`config.mk`:
```
export PLATFORM = sky130hd
export DESIGN_NAME = acm_meter_top
export DESIGN_NICKNAME = d
export VERILOG_FILES = /design/src/acm_pkg.sv /design/src/acm_fifo.sv /design/src/acm_isqrt.sv /design/src/acm_meter_top.sv
export SDC_FILE = /design/constraint.sdc
export NUM_CORES = 2
export LEC_CHECK = 0
export ABC_AREA = 1
export BUFFER_PORTS_ARGS = -buffer_cell sky130_fd_sc_hd__buf_2
export CELL_PAD_IN_SITES_DETAIL_PLACEMENT = 0
export CELL_PAD_IN_SITES_GLOBAL_PLACEMENT = 2
export CORE_UTILIZATION = 42
export DETAILED_ROUTE_END_ITERATION = 8
export PLACE_DENSITY = 0.89
export SYNTH_ARGS = -nofsm -noshare
export SYNTH_HDL_FRONTEND = slang
export SYNTH_SLANG_ARGS = --single-unit
```
`constraint.sdc`:
```
create_clock -name clk_sys -period 21.1 [get_ports clk_sys]
set_clock_uncertainty 0.15 [all_clocks]
set_input_delay 4.22 -clock clk_sys [delete_from_list [all_inputs] [get_ports clk_sys]]
set_output_delay 4.22 -clock clk_sys [all_outputs]
set_load 0.005 [all_outputs]
```
`src/acm_pkg.sv`:
```
// Shared constants and carrier types for the AC RMS current meter
package acm_pkg;

  // ****************************************
  // Clock rates and enable dividers
  // ****************************************
  localparam int CLK_HZ = 20_000_000;
  localparam int XTAL_HZ = 24_000_000;
  localparam int AUX_HZ = 3_000_000;
  localparam int SUB_MAIN_HZ = 6_000_000;
  localparam int MAIN_HZ = 24_000_000;
  localparam int PH_W = 20;
  // Phase increments for fractional enable dividers, rate * 2^PH_W / CLK_HZ
  localparam logic [PH_W-1:0] AUX_INC = PH_W'((longint'(AUX_HZ) << PH_W) / CLK_HZ);
  localparam logic [PH_W-1:0] SUB_INC = PH_W'((longint'(SUB_MAIN_HZ) << PH_W) / CLK_HZ);

  // ****************************************
  // Sampling and calibration timing
  // ****************************************
  localparam int SAMPLE_HZ = 5940;
  localparam int SMP_DIV = SUB_MAIN_HZ / SAMPLE_HZ;
  localparam int SMP_W = 11;
  localparam int CAL_TIME_S = 2;
  localparam int CAL_SAMPLES = CAL_TIME_S * SAMPLE_HZ;
  localparam int CNT_W = 14;

  // ****************************************
  // Converter scaling and datapath widths
  // ****************************************
  localparam int ADC_W = 12;
  localparam int ADC_FULL = 4095;
  localparam int VREF_MV = 3300;
  localparam int XQ = 8;
  localparam int THR_MV = 15;
  localparam logic [19:0] THR_XQ = 20'(THR_MV << XQ);
  localparam int ACC_W = 40;
  localparam int FIFO_DEPTH = 8;
  localparam logic [ADC_W-1:0] MX_RST = 12'h000;
  localparam logic [ADC_W-1:0] MN_RST = 12'hFFF;

  // ****************************************
  // Gain correction and current polynomial
  // ****************************************
  localparam int GAIN_FRAC = 14;
  localparam logic [15:0] GAIN_ONE = 16'h4000;
  localparam int POLY_Q = 16;
  localparam real COEF_A = -0.0000554;
  localparam real COEF_B = 0.0583711;
  localparam real COEF_C = 0.0712513;
  // Coefficients scaled to milliamps and Q16, truncated toward zero
  localparam longint COEF_A_Q = $rtoi(COEF_A * 1000.0 * 65536.0);
  localparam longint COEF_B_Q = $rtoi(COEF_B * 1000.0 * 65536.0);
  localparam longint COEF_C_Q = $rtoi(COEF_C * 1000.0 * 65536.0);

  // ****************************************
  // Carriers
  // ****************************************
  typedef struct packed {
    logic [ADC_W-1:0] code;
  } acm_sample_s;

  typedef struct packed {
    logic [ADC_W-1:0] rms;
    logic [ADC_W-1:0] pp;
    logic [15:0] cur_ma;
  } acm_result_s;

endpackage

```
`src/acm_fifo.sv`:
```
// Small sample FIFO with valid/ready on both sides
`timescale 1ns/1ps
module acm_fifo #(
  parameter int WIDTH = 12,
  parameter int DEPTH = 8
) (
  // Clock and reset
  input logic clk_sys,
  input logic arst_n,
  // Filling side
  input logic in_valid,
  input logic [WIDTH-1:0] in_data,
  output logic in_ready,
  // Draining side
  output logic out_valid,
  output logic [WIDTH-1:0] out_data,
  input logic out_ready
);
  localparam int AW = $clog2(DEPTH);
  localparam int CW = AW + 1;

  logic [WIDTH-1:0] mem [DEPTH];
  logic [AW-1:0] wp_q, wp_d, rp_q, rp_d;
  logic [CW-1:0] cnt_q, cnt_d;
  logic in_ready_q, in_ready_d, out_valid_q, out_valid_d;
  logic push, pop;

  assign push = in_valid & in_ready_q;
  assign pop = out_ready & out_valid_q;
  assign in_ready = in_ready_q;
  assign out_valid = out_valid_q;
  assign out_data = mem[rp_q];

  // Pointers wrap explicitly so any depth works
  always_comb begin
    wp_d = wp_q;
    rp_d = rp_q;
    cnt_d = cnt_q;
    if (push) begin
      wp_d = (wp_q == AW'(DEPTH - 1)) ? '0 : wp_q + 1'b1;
    end
    if (pop) begin
      rp_d = (rp_q == AW'(DEPTH - 1)) ? '0 : rp_q + 1'b1;
    end
    if (push && !pop) begin
      cnt_d = cnt_q + 1'b1;
    end else if (pop && !push) begin
      cnt_d = cnt_q - 1'b1;
    end
    in_ready_d = (cnt_d != CW'(DEPTH));
    out_valid_d = (cnt_d != '0);
  end

  // Flags are registered so both handshake outputs come from flops
  always_ff @(posedge clk_sys or negedge arst_n) begin
    if (!arst_n) begin
      wp_q <= '0;
      rp_q <= '0;
      cnt_q <= '0;
      in_ready_q <= 1'b1;
      out_valid_q <= 1'b0;
    end else begin
      wp_q <= wp_d;
      rp_q <= rp_d;
      cnt_q <= cnt_d;
      in_ready_q <= in_ready_d;
      out_valid_q <= out_valid_d;
    end
  end

  // Storage has no reset, only written on accepted words
  always_ff @(posedge clk_sys) begin
    if (push) begin
      mem[wp_q] <= in_data;
    end
  end
endmodule

```
`src/acm_isqrt.sv`:
```
// Sequential integer square root, two radicand bits per cycle
`timescale 1ns/1ps
module acm_isqrt (
  // Clock and reset
  input logic clk_sys,
  input logic arst_n,
  // Request
  input logic start,
  input logic [23:0] radicand,
  // Answer
  output logic [11:0] root,
  output logic done
);
  logic [23:0] op_q, op_d, res_q, res_d, one_q, one_d;
  logic done_q, done_d;

  assign root = res_q[11:0];
  assign done = done_q;

  // Digit-by-digit method, finishes when the trial bit shifts out
  always_comb begin
    op_d = op_q;
    res_d = res_q;
    one_d = one_q;
    done_d = 1'b0;
    if (start) begin
      op_d = radicand;
      res_d = '0;
      one_d = 24'h400000;
    end else if (one_q != '0) begin
      if (op_q >= res_q + one_q) begin
        op_d = op_q - (res_q + one_q);
        res_d = (res_q >> 1) + one_q;
      end else begin
        res_d = res_q >> 1;
      end
      one_d = one_q >> 2;
      done_d = (one_q[1:0] != 2'h0);
    end
  end

  always_ff @(posedge clk_sys or negedge arst_n) begin
    if (!arst_n) begin
      op_q <= '0;
      res_q <= '0;
      one_q <= '0;
      done_q <= 1'b0;
    end else begin
      op_q <= op_d;
      res_q <= res_d;
      one_q <= one_d;
      done_q <= done_d;
    end
  end
endmodule

```
`src/acm_meter_top.sv`:
```
// AC RMS current meter: sampling, noise calibration, RMS and current math
// How it works
// - Derive 3 and 6 MHz clock rates; each clk_sys edge stands in for a 24 MHz step
// - Request samples at about 5940 per second
// - Average two seconds of noise after reset
// - Subtract noise offset from every measured sample
// - Take one sample per converter ready event
// - Square corrected sample, add to running sum
// - At 5940 samples hold sum, clear, continue
// - Divide held sum, square root, overlapped
// - Publish peak-to-peak once per second
// - Scale codes by 3.3 V over 4095
// - Below 15 mV RMS report zero current
// - Second-order polynomial converts millivolts to current
// - One gain factor applied before polynomial
`timescale 1ns/1ps
module acm_meter_top import acm_pkg::*; #(
  parameter int SAMPLES_PER_IVL = SAMPLE_HZ,
  parameter int CAL_SAMPLES_P = CAL_SAMPLES
) (
  // Clock and reset
  input logic clk_sys,
  input logic arst_n,
  // Converter side
  output logic adc_start,
  input logic adc_sample_ready,
  input logic [ADC_W-1:0] adc_code,
  output logic adc_ready,
  // Calibration input, Q2.14 gain factor
  input logic [15:0] gain_corr,
  // Slow rate enables for neighbouring logic
  output logic aux_tick,
  output logic sub_main_tick,
  // Results
  output acm_result_s result,
  output logic result_valid,
  output logic calibrating
);
  localparam logic [CNT_W-1:0] IVL_LAST = CNT_W'(SAMPLES_PER_IVL - 1);
  localparam logic [CNT_W-1:0] CAL_LAST = CNT_W'(CAL_SAMPLES_P - 1);
  localparam logic [SMP_W-1:0] SMP_LAST = SMP_W'(SMP_DIV - 1);

  typedef enum logic [1:0] {SP_CAL, SP_WAIT, SP_RUN, SP_SQ} acm_sp_e;
  typedef enum logic [2:0] {MT_IDLE, MT_DCAL, MT_DMS, MT_SQRT, MT_DV, MT_POLY} acm_mt_e;

  // ****************************************
  // Rate enables
  // ****************************************
  logic [PH_W-1:0] aux_ph_q, aux_ph_d, sub_ph_q, sub_ph_d;
  logic aux_c, sub_c;
  logic [SMP_W-1:0] smp_div_q, smp_div_d;
  logic aux_tick_q, sub_tick_q, adc_start_q, adc_start_d;

  // Every clk_sys edge acts as a main clock step; 24 MHz cannot be reached from 20 MHz
  always_comb begin
    {aux_c, aux_ph_d} = {1'b0, aux_ph_q} + {1'b0, AUX_INC};
    {sub_c, sub_ph_d} = {1'b0, sub_ph_q} + {1'b0, SUB_INC};
    smp_div_d = smp_div_q;
    adc_start_d = 1'b0;
    if (sub_c) begin
      if (smp_div_q == SMP_LAST) begin
        smp_div_d = '0;
        adc_start_d = 1'b1;
      end else begin
        smp_div_d = smp_div_q + 1'b1;
      end
    end
  end

  always_ff @(posedge clk_sys or negedge arst_n) begin
    if (!arst_n) begin
      aux_ph_q <= '0;
      sub_ph_q <= '0;
      smp_div_q <= '0;
      aux_tick_q <= 1'b0;
      sub_tick_q <= 1'b0;
      adc_start_q <= 1'b0;
    end else begin
      aux_ph_q <= aux_ph_d;
      sub_ph_q <= sub_ph_d;
      smp_div_q <= smp_div_d;
      aux_tick_q <= aux_c;
      sub_tick_q <= sub_c;
      adc_start_q <= adc_start_d;
    end
  end

  assign aux_tick = aux_tick_q;
  assign sub_main_tick = sub_tick_q;
  assign adc_start = adc_start_q;

  // ****************************************
  // Sample buffer
  // ****************************************
  acm_sample_s f_word;
  logic f_valid, pop;

  // Words offered while the buffer is full are not taken; adc_ready warns the converter
  acm_fifo #(.WIDTH($bits(acm_sample_s)), .DEPTH(FIFO_DEPTH)) u_fifo (
    .clk_sys(clk_sys),
    .arst_n(arst_n),
    .in_valid(adc_sample_ready),
    .in_data(adc_code),
    .in_ready(adc_ready),
    .out_valid(f_valid),
    .out_data(f_word),
    .out_ready(pop)
  );

  // ****************************************
  // Sample path
  // ****************************************
  acm_sp_e sp_q, sp_d;
  logic [CNT_W-1:0] cnt_q, cnt_d;
  logic [ACC_W-1:0] cal_sum_q, cal_sum_d, acc_q, acc_d, hold_q, hold_d;
  logic [ADC_W-1:0] code_q, code_d, mx_q, mx_d, mn_q, mn_d, hmx_q, hmx_d, hmn_q, hmn_d;
  logic cal_go_q, cal_go_d, ivl_go_q, ivl_go_d, cal_q;
  logic [ADC_W-1:0] off_q, off_d;
  logic off_ld_q, off_ld_d;
  logic signed [12:0] corr;
  logic signed [25:0] sq_s;
  logic [ACC_W-1:0] sq_ext;

  assign corr = $signed({1'b0, code_q}) - $signed({1'b0, off_q});
  assign sq_s = corr * corr;
  assign sq_ext = {{(ACC_W - 26){1'b0}}, sq_s};

  // Draining stalls while the offset is computed, so the buffer takes the slack
  always_comb begin
    sp_d = sp_q;
    cnt_d = cnt_q;
    cal_sum_d = cal_sum_q;
    acc_d = acc_q;
    hold_d = hold_q;
    code_d = code_q;
    mx_d = mx_q;
    mn_d = mn_q;
    hmx_d = hmx_q;
    hmn_d = hmn_q;
    cal_go_d = 1'b0;
    ivl_go_d = 1'b0;
    pop = 1'b0;
    case (sp_q)
      SP_CAL: if (f_valid) begin
        pop = 1'b1;
        cal_sum_d = cal_sum_q + ACC_W'(f_word.code);
        if (cnt_q == CAL_LAST) begin
          cnt_d = '0;
          cal_go_d = 1'b1;
          sp_d = SP_WAIT;
        end else begin
          cnt_d = cnt_q + 1'b1;
        end
      end
      SP_WAIT: if (off_ld_q) begin
        sp_d = SP_RUN;
      end
      SP_RUN: if (f_valid) begin
        pop = 1'b1;
        code_d = f_word.code;
        if (f_word.code > mx_q) mx_d = f_word.code;
        if (f_word.code < mn_q) mn_d = f_word.code;
        sp_d = SP_SQ;
      end
      SP_SQ: begin
        sp_d = SP_RUN;
        if (cnt_q == IVL_LAST) begin
          hold_d = acc_q + sq_ext;
          acc_d = '0;
          cnt_d = '0;
          hmx_d = mx_q;
          hmn_d = mn_q;
          mx_d = MX_RST;
          mn_d = MN_RST;
          ivl_go_d = 1'b1;
        end else begin
          acc_d = acc_q + sq_ext;
          cnt_d = cnt_q + 1'b1;
        end
      end
      default: sp_d = SP_CAL;
    endcase
  end

  // Reset restarts from the noise calibration with all sums cleared
  always_ff @(posedge clk_sys or negedge arst_n) begin
    if (!arst_n) begin
      sp_q <= SP_CAL;
      cnt_q <= '0;
      cal_sum_q <= '0;
      acc_q <= '0;
      hold_q <= '0;
      code_q <= '0;
      mx_q <= MX_RST;
      mn_q <= MN_RST;
      hmx_q <= '0;
      hmn_q <= '0;
      cal_go_q <= 1'b0;
      ivl_go_q <= 1'b0;
      cal_q <= 1'b1;
    end else begin
      sp_q <= sp_d;
      cnt_q <= cnt_d;
      cal_sum_q <= cal_sum_d;
      acc_q <= acc_d;
      hold_q <= hold_d;
      code_q <= code_d;
      mx_q <= mx_d;
      mn_q <= mn_d;
      hmx_q <= hmx_d;
      hmn_q <= hmn_d;
      cal_go_q <= cal_go_d;
      ivl_go_q <= ivl_go_d;
      cal_q <= (sp_d == SP_CAL) || (sp_d == SP_WAIT);
    end
  end

  assign calibrating = cal_q;

  // ****************************************
  // Math path
  // ****************************************
  acm_mt_e mt_q, mt_d;
  logic [ACC_W-1:0] dq_q, dq_d, dd_q, dd_d;
  logic [ACC_W:0] dr_q, dr_d, rem_t;
  logic [5:0] dn_q, dn_d;
  logic [ADC_W-1:0] rms_q, rms_d, sq_root;
  logic [19:0] xv_q, xv_d;
  logic sqrt_go, sq_done;
  logic [35:0] xg_full;
  logic signed [63:0] xg_s, y_s;
  logic [15:0] cur_ma;
  acm_result_s res_q, res_d;
  logic res_valid_q, res_valid_d;

  acm_isqrt u_isqrt (
    .clk_sys(clk_sys),
    .arst_n(arst_n),
    .start(sqrt_go),
    .radicand(dq_q[23:0]),
    .root(sq_root),
    .done(sq_done)
  );

  // Gain-corrected voltage, then the polynomial in mA scaled by 2^16
  assign xg_full = xv_q * gain_corr;
  assign xg_s = $signed({{(64 - 36 + GAIN_FRAC){1'b0}}, xg_full[35:GAIN_FRAC]});
  assign y_s = ((COEF_A_Q * (xg_s * xg_s)) >>> POLY_Q) + ((COEF_B_Q * xg_s) >>> XQ) + COEF_C_Q;
  always_comb begin
    if (xv_q < THR_XQ || y_s < 0) begin
      cur_ma = '0;
    end else if (y_s[63:32] != '0) begin
      cur_ma = 16'hFFFF;
    end else begin
      cur_ma = y_s[31:16];
    end
  end

  // One shared restoring divider; the whole chain runs inside the next interval
  always_comb begin
    mt_d = mt_q;
    dq_d = dq_q;
    dr_d = dr_q;
    dd_d = dd_q;
    dn_d = dn_q;
    off_d = off_q;
    off_ld_d = 1'b0;
    rms_d = rms_q;
    xv_d = xv_q;
    res_d = res_q;
    res_valid_d = 1'b0;
    sqrt_go = 1'b0;
    rem_t = {dr_q[ACC_W-1:0], dq_q[ACC_W-1]};
    if (dn_q != '0) begin
      if (rem_t >= {1'b0, dd_q}) begin
        dr_d = rem_t - {1'b0, dd_q};
        dq_d = {dq_q[ACC_W-2:0], 1'b1};
      end else begin
        dr_d = rem_t;
        dq_d = {dq_q[ACC_W-2:0], 1'b0};
      end
      dn_d = dn_q - 1'b1;
    end
    case (mt_q)
      MT_IDLE: if (cal_go_q) begin
        dq_d = cal_sum_q;
        dd_d = ACC_W'(CAL_SAMPLES_P);
        dr_d = '0;
        dn_d = 6'(ACC_W);
        mt_d = MT_DCAL;
      end else if (ivl_go_q) begin
        dq_d = hold_q;
        dd_d = ACC_W'(SAMPLES_PER_IVL);
        dr_d = '0;
        dn_d = 6'(ACC_W);
        mt_d = MT_DMS;
      end
      MT_DCAL: if (dn_q == '0) begin
        off_d = dq_q[ADC_W-1:0];
        off_ld_d = 1'b1;
        mt_d = MT_IDLE;
      end
      MT_DMS: if (dn_q == '0) begin
        sqrt_go = 1'b1;
        mt_d = MT_SQRT;
      end
      MT_SQRT: if (sq_done) begin
        rms_d = sq_root;
        dq_d = ACC_W'(sq_root) * ACC_W'(VREF_MV << XQ);
        dd_d = ACC_W'(ADC_FULL);
        dr_d = '0;
        dn_d = 6'(ACC_W);
        mt_d = MT_DV;
      end
      MT_DV: if (dn_q == '0) begin
        xv_d = dq_q[19:0];
        mt_d = MT_POLY;
      end
      MT_POLY: begin
        res_d = '{rms: rms_q, pp: hmx_q - hmn_q, cur_ma: cur_ma};
        res_valid_d = 1'b1;
        mt_d = MT_IDLE;
      end
      default: mt_d = MT_IDLE;
    endcase
  end

  always_ff @(posedge clk_sys or negedge arst_n) begin
    if (!arst_n) begin
      mt_q <= MT_IDLE;
      dq_q <= '0;
      dr_q <= '0;
      dd_q <= '0;
      dn_q <= '0;
      off_q <= '0;
      off_ld_q <= 1'b0;
      rms_q <= '0;
      xv_q <= '0;
      res_q <= '0;
      res_valid_q <= 1'b0;
    end else begin
      mt_q <= mt_d;
      dq_q <= dq_d;
      dr_q <= dr_d;
      dd_q <= dd_d;
      dn_q <= dn_d;
      off_q <= off_d;
      off_ld_q <= off_ld_d;
      rms_q <= rms_d;
      xv_q <= xv_d;
      res_q <= res_d;
      res_valid_q <= res_valid_d;
    end
  end

  assign result = res_q;
  assign result_valid = res_valid_q;

  // ****************************************
  // Checks
  // ****************************************
  chk_aux_rate: assert property (@(posedge clk_sys) disable iff (!arst_n)
    aux_tick_q |=> !aux_tick_q) else $error("aux tick too fast");
  chk_start_gap: assert property (@(posedge clk_sys) disable iff (!arst_n)
    adc_start_q |=> !adc_start_q [*8]) else $error("sample starts too close");
  chk_cal_quiet: assert property (@(posedge clk_sys) disable iff (!arst_n)
    cal_q |-> !res_valid_q && !ivl_go_q) else $error("result during calibration");
  chk_off_wait: assert property (@(posedge clk_sys) disable iff (!arst_n)
    (sp_q == SP_WAIT && !off_ld_q) |=> sp_q == SP_WAIT) else $error("left wait without offset");
  chk_pop_valid: assert property (@(posedge clk_sys) disable iff (!arst_n)
    pop |-> f_valid && (sp_q == SP_CAL || sp_q == SP_RUN)) else $error("pop without sample");
  chk_acc_step: assert property (@(posedge clk_sys) disable iff (!arst_n)
    (sp_q == SP_SQ && cnt_q != IVL_LAST) |=> acc_q == $past(acc_q) + $past(sq_ext))
    else $error("square not accumulated");
  chk_ivl_wrap: assert property (@(posedge clk_sys) disable iff (!arst_n)
    (sp_q == SP_SQ && cnt_q == IVL_LAST) |=> acc_q == '0 && cnt_q == '0 && ivl_go_q && sp_q == SP_RUN)
    else $error("interval wrap wrong");
  chk_math_lat: assert property (@(posedge clk_sys) disable iff (!arst_n)
    ivl_go_q |-> ##[95:100] res_valid_q) else $error("result late");
  chk_zero_thr: assert property (@(posedge clk_sys) disable iff (!arst_n)
    (mt_q == MT_POLY && xv_q < THR_XQ) |=> res_valid_q && res_q.cur_ma == '0) else $error("noise not zeroed");
  chk_res_hold: assert property (@(posedge clk_sys) disable iff (!arst_n)
    !res_valid_q |-> $stable(res_q)) else $error("result moved without strobe");
endmodule

```
==> After elaboration in Yosys (flattened, before gate mapping) <==
Memory sizes are Yosys's and may differ from the RTL's.
Index checks and enable logic that the tools add are counted.
{ "word_totals": {"reg_bits": 554, "mem_bits_rw": 96, "word_cells": 211, "memories": 1} }
{ "mem_list": {"columns": ["name", "depth", "word_bits", "rd", "rd_clocked_by_memory_dff", "wr", "line", "source"], "rows": [
  ["u_fifo.mem", 8, 12, 1, 0, 1, "acm_fifo.sv:22", "logic [WIDTH-1:0] mem [DEPTH];"]
]} }
{ "classes": {"addsub": 19, "n_mul": 6, "magnitude_cmp": 6, "eq_ne": 25, "muxes": 78, "bitwise_logic": 2, "reduce_logical": 33} }
{ "ops": {"columns": ["operator", "n"], "rows": [
  ["$mux 40", 8],
  ["$mux 41", 5],
  ["$mux 24", 8],
  ["$pmux 40 s2", 2],
  ["$pmux 41 s2", 1],
  ["$mux 12", 6],
  ["$mul 12x45->57 const A", 1],
  ["$pmux 12 s2", 2],
  ["$add 43x24->44 const B", 1],
  ["$lt 44x1->1 const B", 1],
  ["$mul 22x22->44", 1],
  ["$add 42x37->43", 1],
  ["$mux 14", 3],
  ["$ge 41x40->1", 1],
  ["$sub 41x40->41", 1],
  ["$add 40x12->40", 1],
  ["$add 40x26->40", 1],
  ["$mul 14x22->36 const A", 1],
  ["$mul 20x16->36", 1],
  ["$mux 16", 2],
  ["$reduce_bool 32->1", 1],
  ["$pmux 14 s2", 1],
  ["$mul 13x13->26", 1],
  ["$add 23x24->24", 1],
  ["other kinds (54)", 117]
]} }

==> Depth between registers and ports, before layout <==
{ "logic_depth": {"ltp_word": 8, "ltp_mapped": 105} }

==> Hierarchy <==
Synthesis repeated with hierarchy kept, for this count alone.
{ "unflattened": {"cells_unflattened": 10092, "area_unflattened_um2": 82716.8} }
{ "modules_own_cells": {"columns": ["module", "instances", "cells_each", "area_per_inst_um2", "seq_area_each_um2"], "rows": [
  ["acm_meter_top", 1, 8588, 71577.4, 10801.6],
  ["acm_isqrt", 1, 1116, 6666.4, 1526.5],
  ["acm_fifo", 1, 388, 4473.0, 3184.3]
]} }

==> Worst setup path before layout <==
No wires, ideal clock.
{ "synth_path": {"path_type": "input to register", "from": "input port gain_corr[1]", "to": "register res_q (netlist bit result[6])", "setup_time_ns": 0.116, "t_arrival_ns": 22.280, "t_required_ns": 20.834, "setup_slack_ns": -1.446, "path_stages": 92, "cell_sequence": "buf_6 > clkbuf_1 > nand2_1 > fa_1 > fa_1 > fa_1 > inv_1 > fa_1 > fa_1 > inv_1 > fa_1 > inv_1 > ha_1 > nand2_1 > inv_1 > a21oi_1 > nand3_2 > inv_1 > [... 56 more ...] > ha_1 > ha_1 > nand2_1 > nor2_1 > inv_1 > nor4_1 > nand4_1 > nand2_1 > nand4_1 > nand2_2 > nand2_2 > nand2_4 > nand2_2 > nor3_4 > buf_6 > nand3_1 > nand2_1 > nand2_1"} }
{ "synth_between": {"elab_chain_len": 8, "word_cells_on_any_way": 11} }
{ "synth_rtl": {"columns": ["item", "line", "source"], "rows": [
  ["start: declaration", "acm_meter_top.sv:30", "input logic [15:0] gain_corr,"],
  ["$mul 20x16->36 *", "acm_meter_top.sv:246", "assign xg_full = xv_q * gain_corr;"],
  ["$mul 22x22->44", "acm_meter_top.sv:248", "assign y_s = ((COEF_A_Q * (xg_s * xg_s)) >>> POLY_Q) + ((COEF_B_Q * xg_s) >>> XQ) + COEF_C_Q;"],
  ["$mul 12x45->57", "acm_meter_top.sv:248", null],
  ["$add 42x37->43 *", "acm_meter_top.sv:248", null],
  ["$add 43x24->44 *", "acm_meter_top.sv:248", null],
  ["$lt 44x1->1 or $reduce_bool 32->1 (tied branches)", "acm_meter_top.sv:250, acm_meter_top.sv:252", null],
  ["$logic_or 1x1->1 or $mux 16 (tied branches)", "acm_meter_top.sv:250, acm_meter_top.sv:252", null],
  ["$mux 16 *", "acm_meter_top.sv:250", "if (xv_q < THR_XQ || y_s < 0) begin"],
  ["end signal: assignment", "acm_meter_top.sv:351", "res_q <= res_d;"],
  ["end: declaration", "acm_meter_top.sv:233", "acm_result_s res_q, res_d;"]
]} }
Mark *: on every way between the ends. The rest lies on a longest branch, timed or not.
A chain may end at the register's enable or synchronous reset.

==> Final worst setup path <==
{ "layout_path": {"from": "input port gain_corr[4]", "to": "register res_q (netlist bit result[1])"} }
Same word-level chain as after synthesis.

==> impl_metrics.env <==
export IMPL_status="finished with violations"
export IMPL_violations="DRC, setup timing"
export IMPL_finalNetCount=12439
export IMPL_clock_latency_ps=650
export IMPL_syn_inst=9489
export IMPL_critPathCaptureType="register"
export IMPL_clockPowerShare_pct=38.2
export IMPL_synthTopCellsByCount="inv_1 (2175), nand2_1 (1548), fa_1 (1055)"
export IMPL_grtUsageTotal_pct=23.1
export IMPL_synthArstFlopShare_pct=84.0
export IMPL_max_cap_violations=0
export IMPL_p_sw_share_pct=32.3
export IMPL_drc=1
export IMPL_p_leak_nw=51.0
export IMPL_final_instance_count_excl_fill=12931
export IMPL_setup_violations=16
export IMPL_cts_root_buf="clkbuf_16"
export IMPL_ys_seq_elements=600
export IMPL_drv_slew=0
export IMPL_slowest_delay_ps=590
export IMPL_die_w_um=439
export IMPL_portBuffers=76
export IMPL_antenna_found_initial=1
export IMPL_wirelength_mm=219
export IMPL_fp_coreArea_mm2=0.190
export IMPL_synth_edff_count=96
export IMPL_initial_core_util_pct=42.3
export IMPL_pwr_share_comb_pct=23.0
export IMPL_finalPower_mw=3.34
export IMPL_clk_pin_slew_worst_paths_ps=70
export IMPL_yosysTopAreaCellShare_pct=26.3
export IMPL_yosys_warnings=0
export IMPL_synth_area_leader_cell="fa_1"
export IMPL_critical_path_slowest_cell="fa_1"
export IMPL_worst_slew_pin_slew_ps=1240
export IMPL_final_antenna_net_count=0
export IMPL_ir_drop_mv=0.0533
export IMPL_via_per_inst=4.97
export IMPL_seqPwrFrac_pct=38.8
export IMPL_cts_tree="done"
export IMPL_grt_pass1_vias=66655
export IMPL_drt_iter0_markers=3294
export IMPL_syn2layout_area_growth_pct=18.1
export IMPL_wl_per_cell_um=17.0
export IMPL_fill_cells=18097
export IMPL_synth_area_mm2=0.0803
export IMPL_crit_required_ps=21480
export IMPL_path_class="in -> reg"
export IMPL_cp_arrival_ps=21960
export IMPL_ios=77
export IMPL_synth_flop_cell="dfrtp_1"
export IMPL_p_per_area_mw_per_mm2=35.2
export IMPL_syn_nets=11563
export IMPL_gr_total_overflow=0
export IMPL_syn_area_per_cell_um2=8.46
export IMPL_rsz0062_at_grt="yes"
export IMPL_dieArea_mm2=0.193
export IMPL_placementRows=160
export IMPL_synthTopCellsByArea="fa_1 (26%), ha_1 (15%), dfrtp_1 (15%), inv_1 (10%), nand2_1 (7.2%)"
export IMPL_yosysMostFrequentCell="inv_1"
export IMPL_dpl_hpwl_mm=181
export IMPL_dp_cells=12764
export IMPL_crit_fanout=8
export IMPL_fin_worst_hold_slack_ps=276
export IMPL_hold_violations=0
export IMPL_dr_total_vias=64252
export IMPL_cts_buffer_depth=3
export IMPL_max_freq_ghz=0.0463
export IMPL_setup_ws_ps=-483
export IMPL_drive_gt1_share_pct=15.7
export IMPL_first_pass_iters=8
export IMPL_grt_max_degree=115
export IMPL_numCtsBuffers=68
export IMPL_globalplace_congestion=0.895
export IMPL_ys_seq_area_share_pct=19.3
export IMPL_cts_sinks=600
export IMPL_tns_ps=-7230
export IMPL_finalCritPeriodShare_pct=102
export IMPL_crit_path_start_kind="input port"
export IMPL_hp_class="reg -> reg"
export IMPL_p_sw_mw=1.08
export IMPL_period_needed_ps=21580
export IMPL_antennaDiodeCount=0
export IMPL_h_tree_depth=3
export IMPL_power_internal_mw=2.26
export IMPL_die_h_um=439
export IMPL_slew_headroom_pct=17.2
export IMPL_grt_pass1_wl_mm=357
export IMPL_synth_cell_types=82
export IMPL_worst_path_most_repeated_cell="fa_1"
## kinds of logic (layout without fill, tap and decap cells)
logic type | after synthesis | after routing | synth area share [%]
XOR/XNOR | 380 | 380 | 4.18
adder cells (fa/ha/maj) | 2043 | 2043 | 41.7
other | 1 | 1 | 0.00467
multiplexers | 8 | 8 | 0.0997
AO/OA/AOI/OAI | 1376 | 1376 | 9.82
flip-flops | 600 | 600 | 19.3
AND/OR/NAND/NOR | 2650 | 2650 | 13.5
buffers and inverters | 2431 | 3362 | 11.4
## per-layer routing
layer  track usage, %  part of all wire (%)  wire length (µm)  up-vias
met5                0                0.0050                11        -
met4             6.16                   2.7              5980        2
met3             1.83                   2.9              6320      238
met2             39.4                    49            107000      919
met1             31.5                    46             99900    31751
li1                 -                     -                 -    31342
## cell usage in the layout (no fill, tap or decap), types with 26 or more instances in the layout
master	count
nor3_1	76
fa_1	1040
inv_2	66
o22ai_1	27
o211ai_1	28
nand3_1	164
nand4_1	45
xnor2_1	142
inv_1	2130
nor2_2	46
clkbuf_16	72
dfrtp_1	490
nand2_2	58
buf_2	69
a31oi_1	33
ha_1	930
a21oi_1	387
o21ai_1	30
nand2_1	1481
edfxtp_1	96
ha_4	53
o31ai_1	34
xor2_1	213
nor2_1	620
a21oi_2	58
nor2_4	26
buf_4	926
o221ai_1	32
nand2_4	27
o21ai_0	525
## repair_timing
action                                  4_1_cts  5_1_grt
pin swaps                                    24      129
hold buffers                                  0        0
setup buffers                                11       29
gates resized for setup                      99      296
endpoints found under the setup margin       16       16
gates cloned                                  0        2
## final cells by class
class | instances | area (µm²) | share of cell area, %
flip-flops and latches | 600 | 15500 | 16.4
multi-input cells | 6458 | 57700 | 60.9
repair buffers | 1026 | 7770 | 8.19
clock inverters | 41 | 533 | 0.562
well taps | 2511 | 3140 | 3.31
clock buffers | 84 | 1860 | 1.97
inverters | 2211 | 8310 | 8.77
## power by group through the flow
stage	Clock [mW]	Sequential, mW	Combinational [mW]
after CTS	1.31	1.30	0.776
after floorplan	0	1.30	0.509
after detailed placement	0	1.32	0.774
final	1.28	1.30	0.768
after global placement	0	1.31	0.752
after global routing	1.35	1.30	0.881
## flip-flops by register name, summed over array words and instances, names as in the netlist, 11 cells and up
register and cells:
acc_q 40, aux_ph_q 19, cal_sum_q 40, cnt_q 14, code_q 12, dq_q 40, dr_q 40, hmn_q 12
hmx_q 12, hold_q 40, mn_q 12, mx_q 12, off_q 12, result 40, rms_q 12, smp_div_q 11
sub_ph_q 18, u_fifo.mem 96, u_isqrt.one_q 12, u_isqrt.op_q 24, u_isqrt.res_q 24, xv_q 20
## metrics by stage
step	util, %	cell area [µm²]	setup WS [ps]
2_1_floorplan	-	81100	-355
3_3_place_gp	47.7	90600	-1750
3_5_place_dp	47.7	90600	-1840
4_1_cts	49.2	93400	-637
5_1_grt	49.9	94900	-1280
6_report	49.9	94900	-483
## critical path, delay by kind of cell
kind	cells	cell delay, ps
simple gates	37	3800
buf+inv	26	2210
fa+ha+maj	23	9870
compound gates	8	1290
xor+xnor	3	550
## worst paths after layout
kind,startpoint,to,slack (ps),depth (start not counted)
setup / recovery,gain_corr[4],result[1]$_DFFE_PN0P_,-480,97
hold / removal,off_ld_q$_DFF_PN0_,calibrating$_DFF_PN1_,280,1
setup reg to reg,xv_q[1]$_DFFE_PN0P_,result[1]$_DFFE_PN0P_,2460,94
hold reg to reg,off_ld_q$_DFF_PN0_,calibrating$_DFF_PN1_,280,1
max in group asynchronous,arst_n,result[1]$_DFFE_PN0P_,13240,5
min in group asynchronous,arst_n,smp_div_q[10]$_DFFE_PN0P_,3450,1
Power figures use the tool's default switching activity.
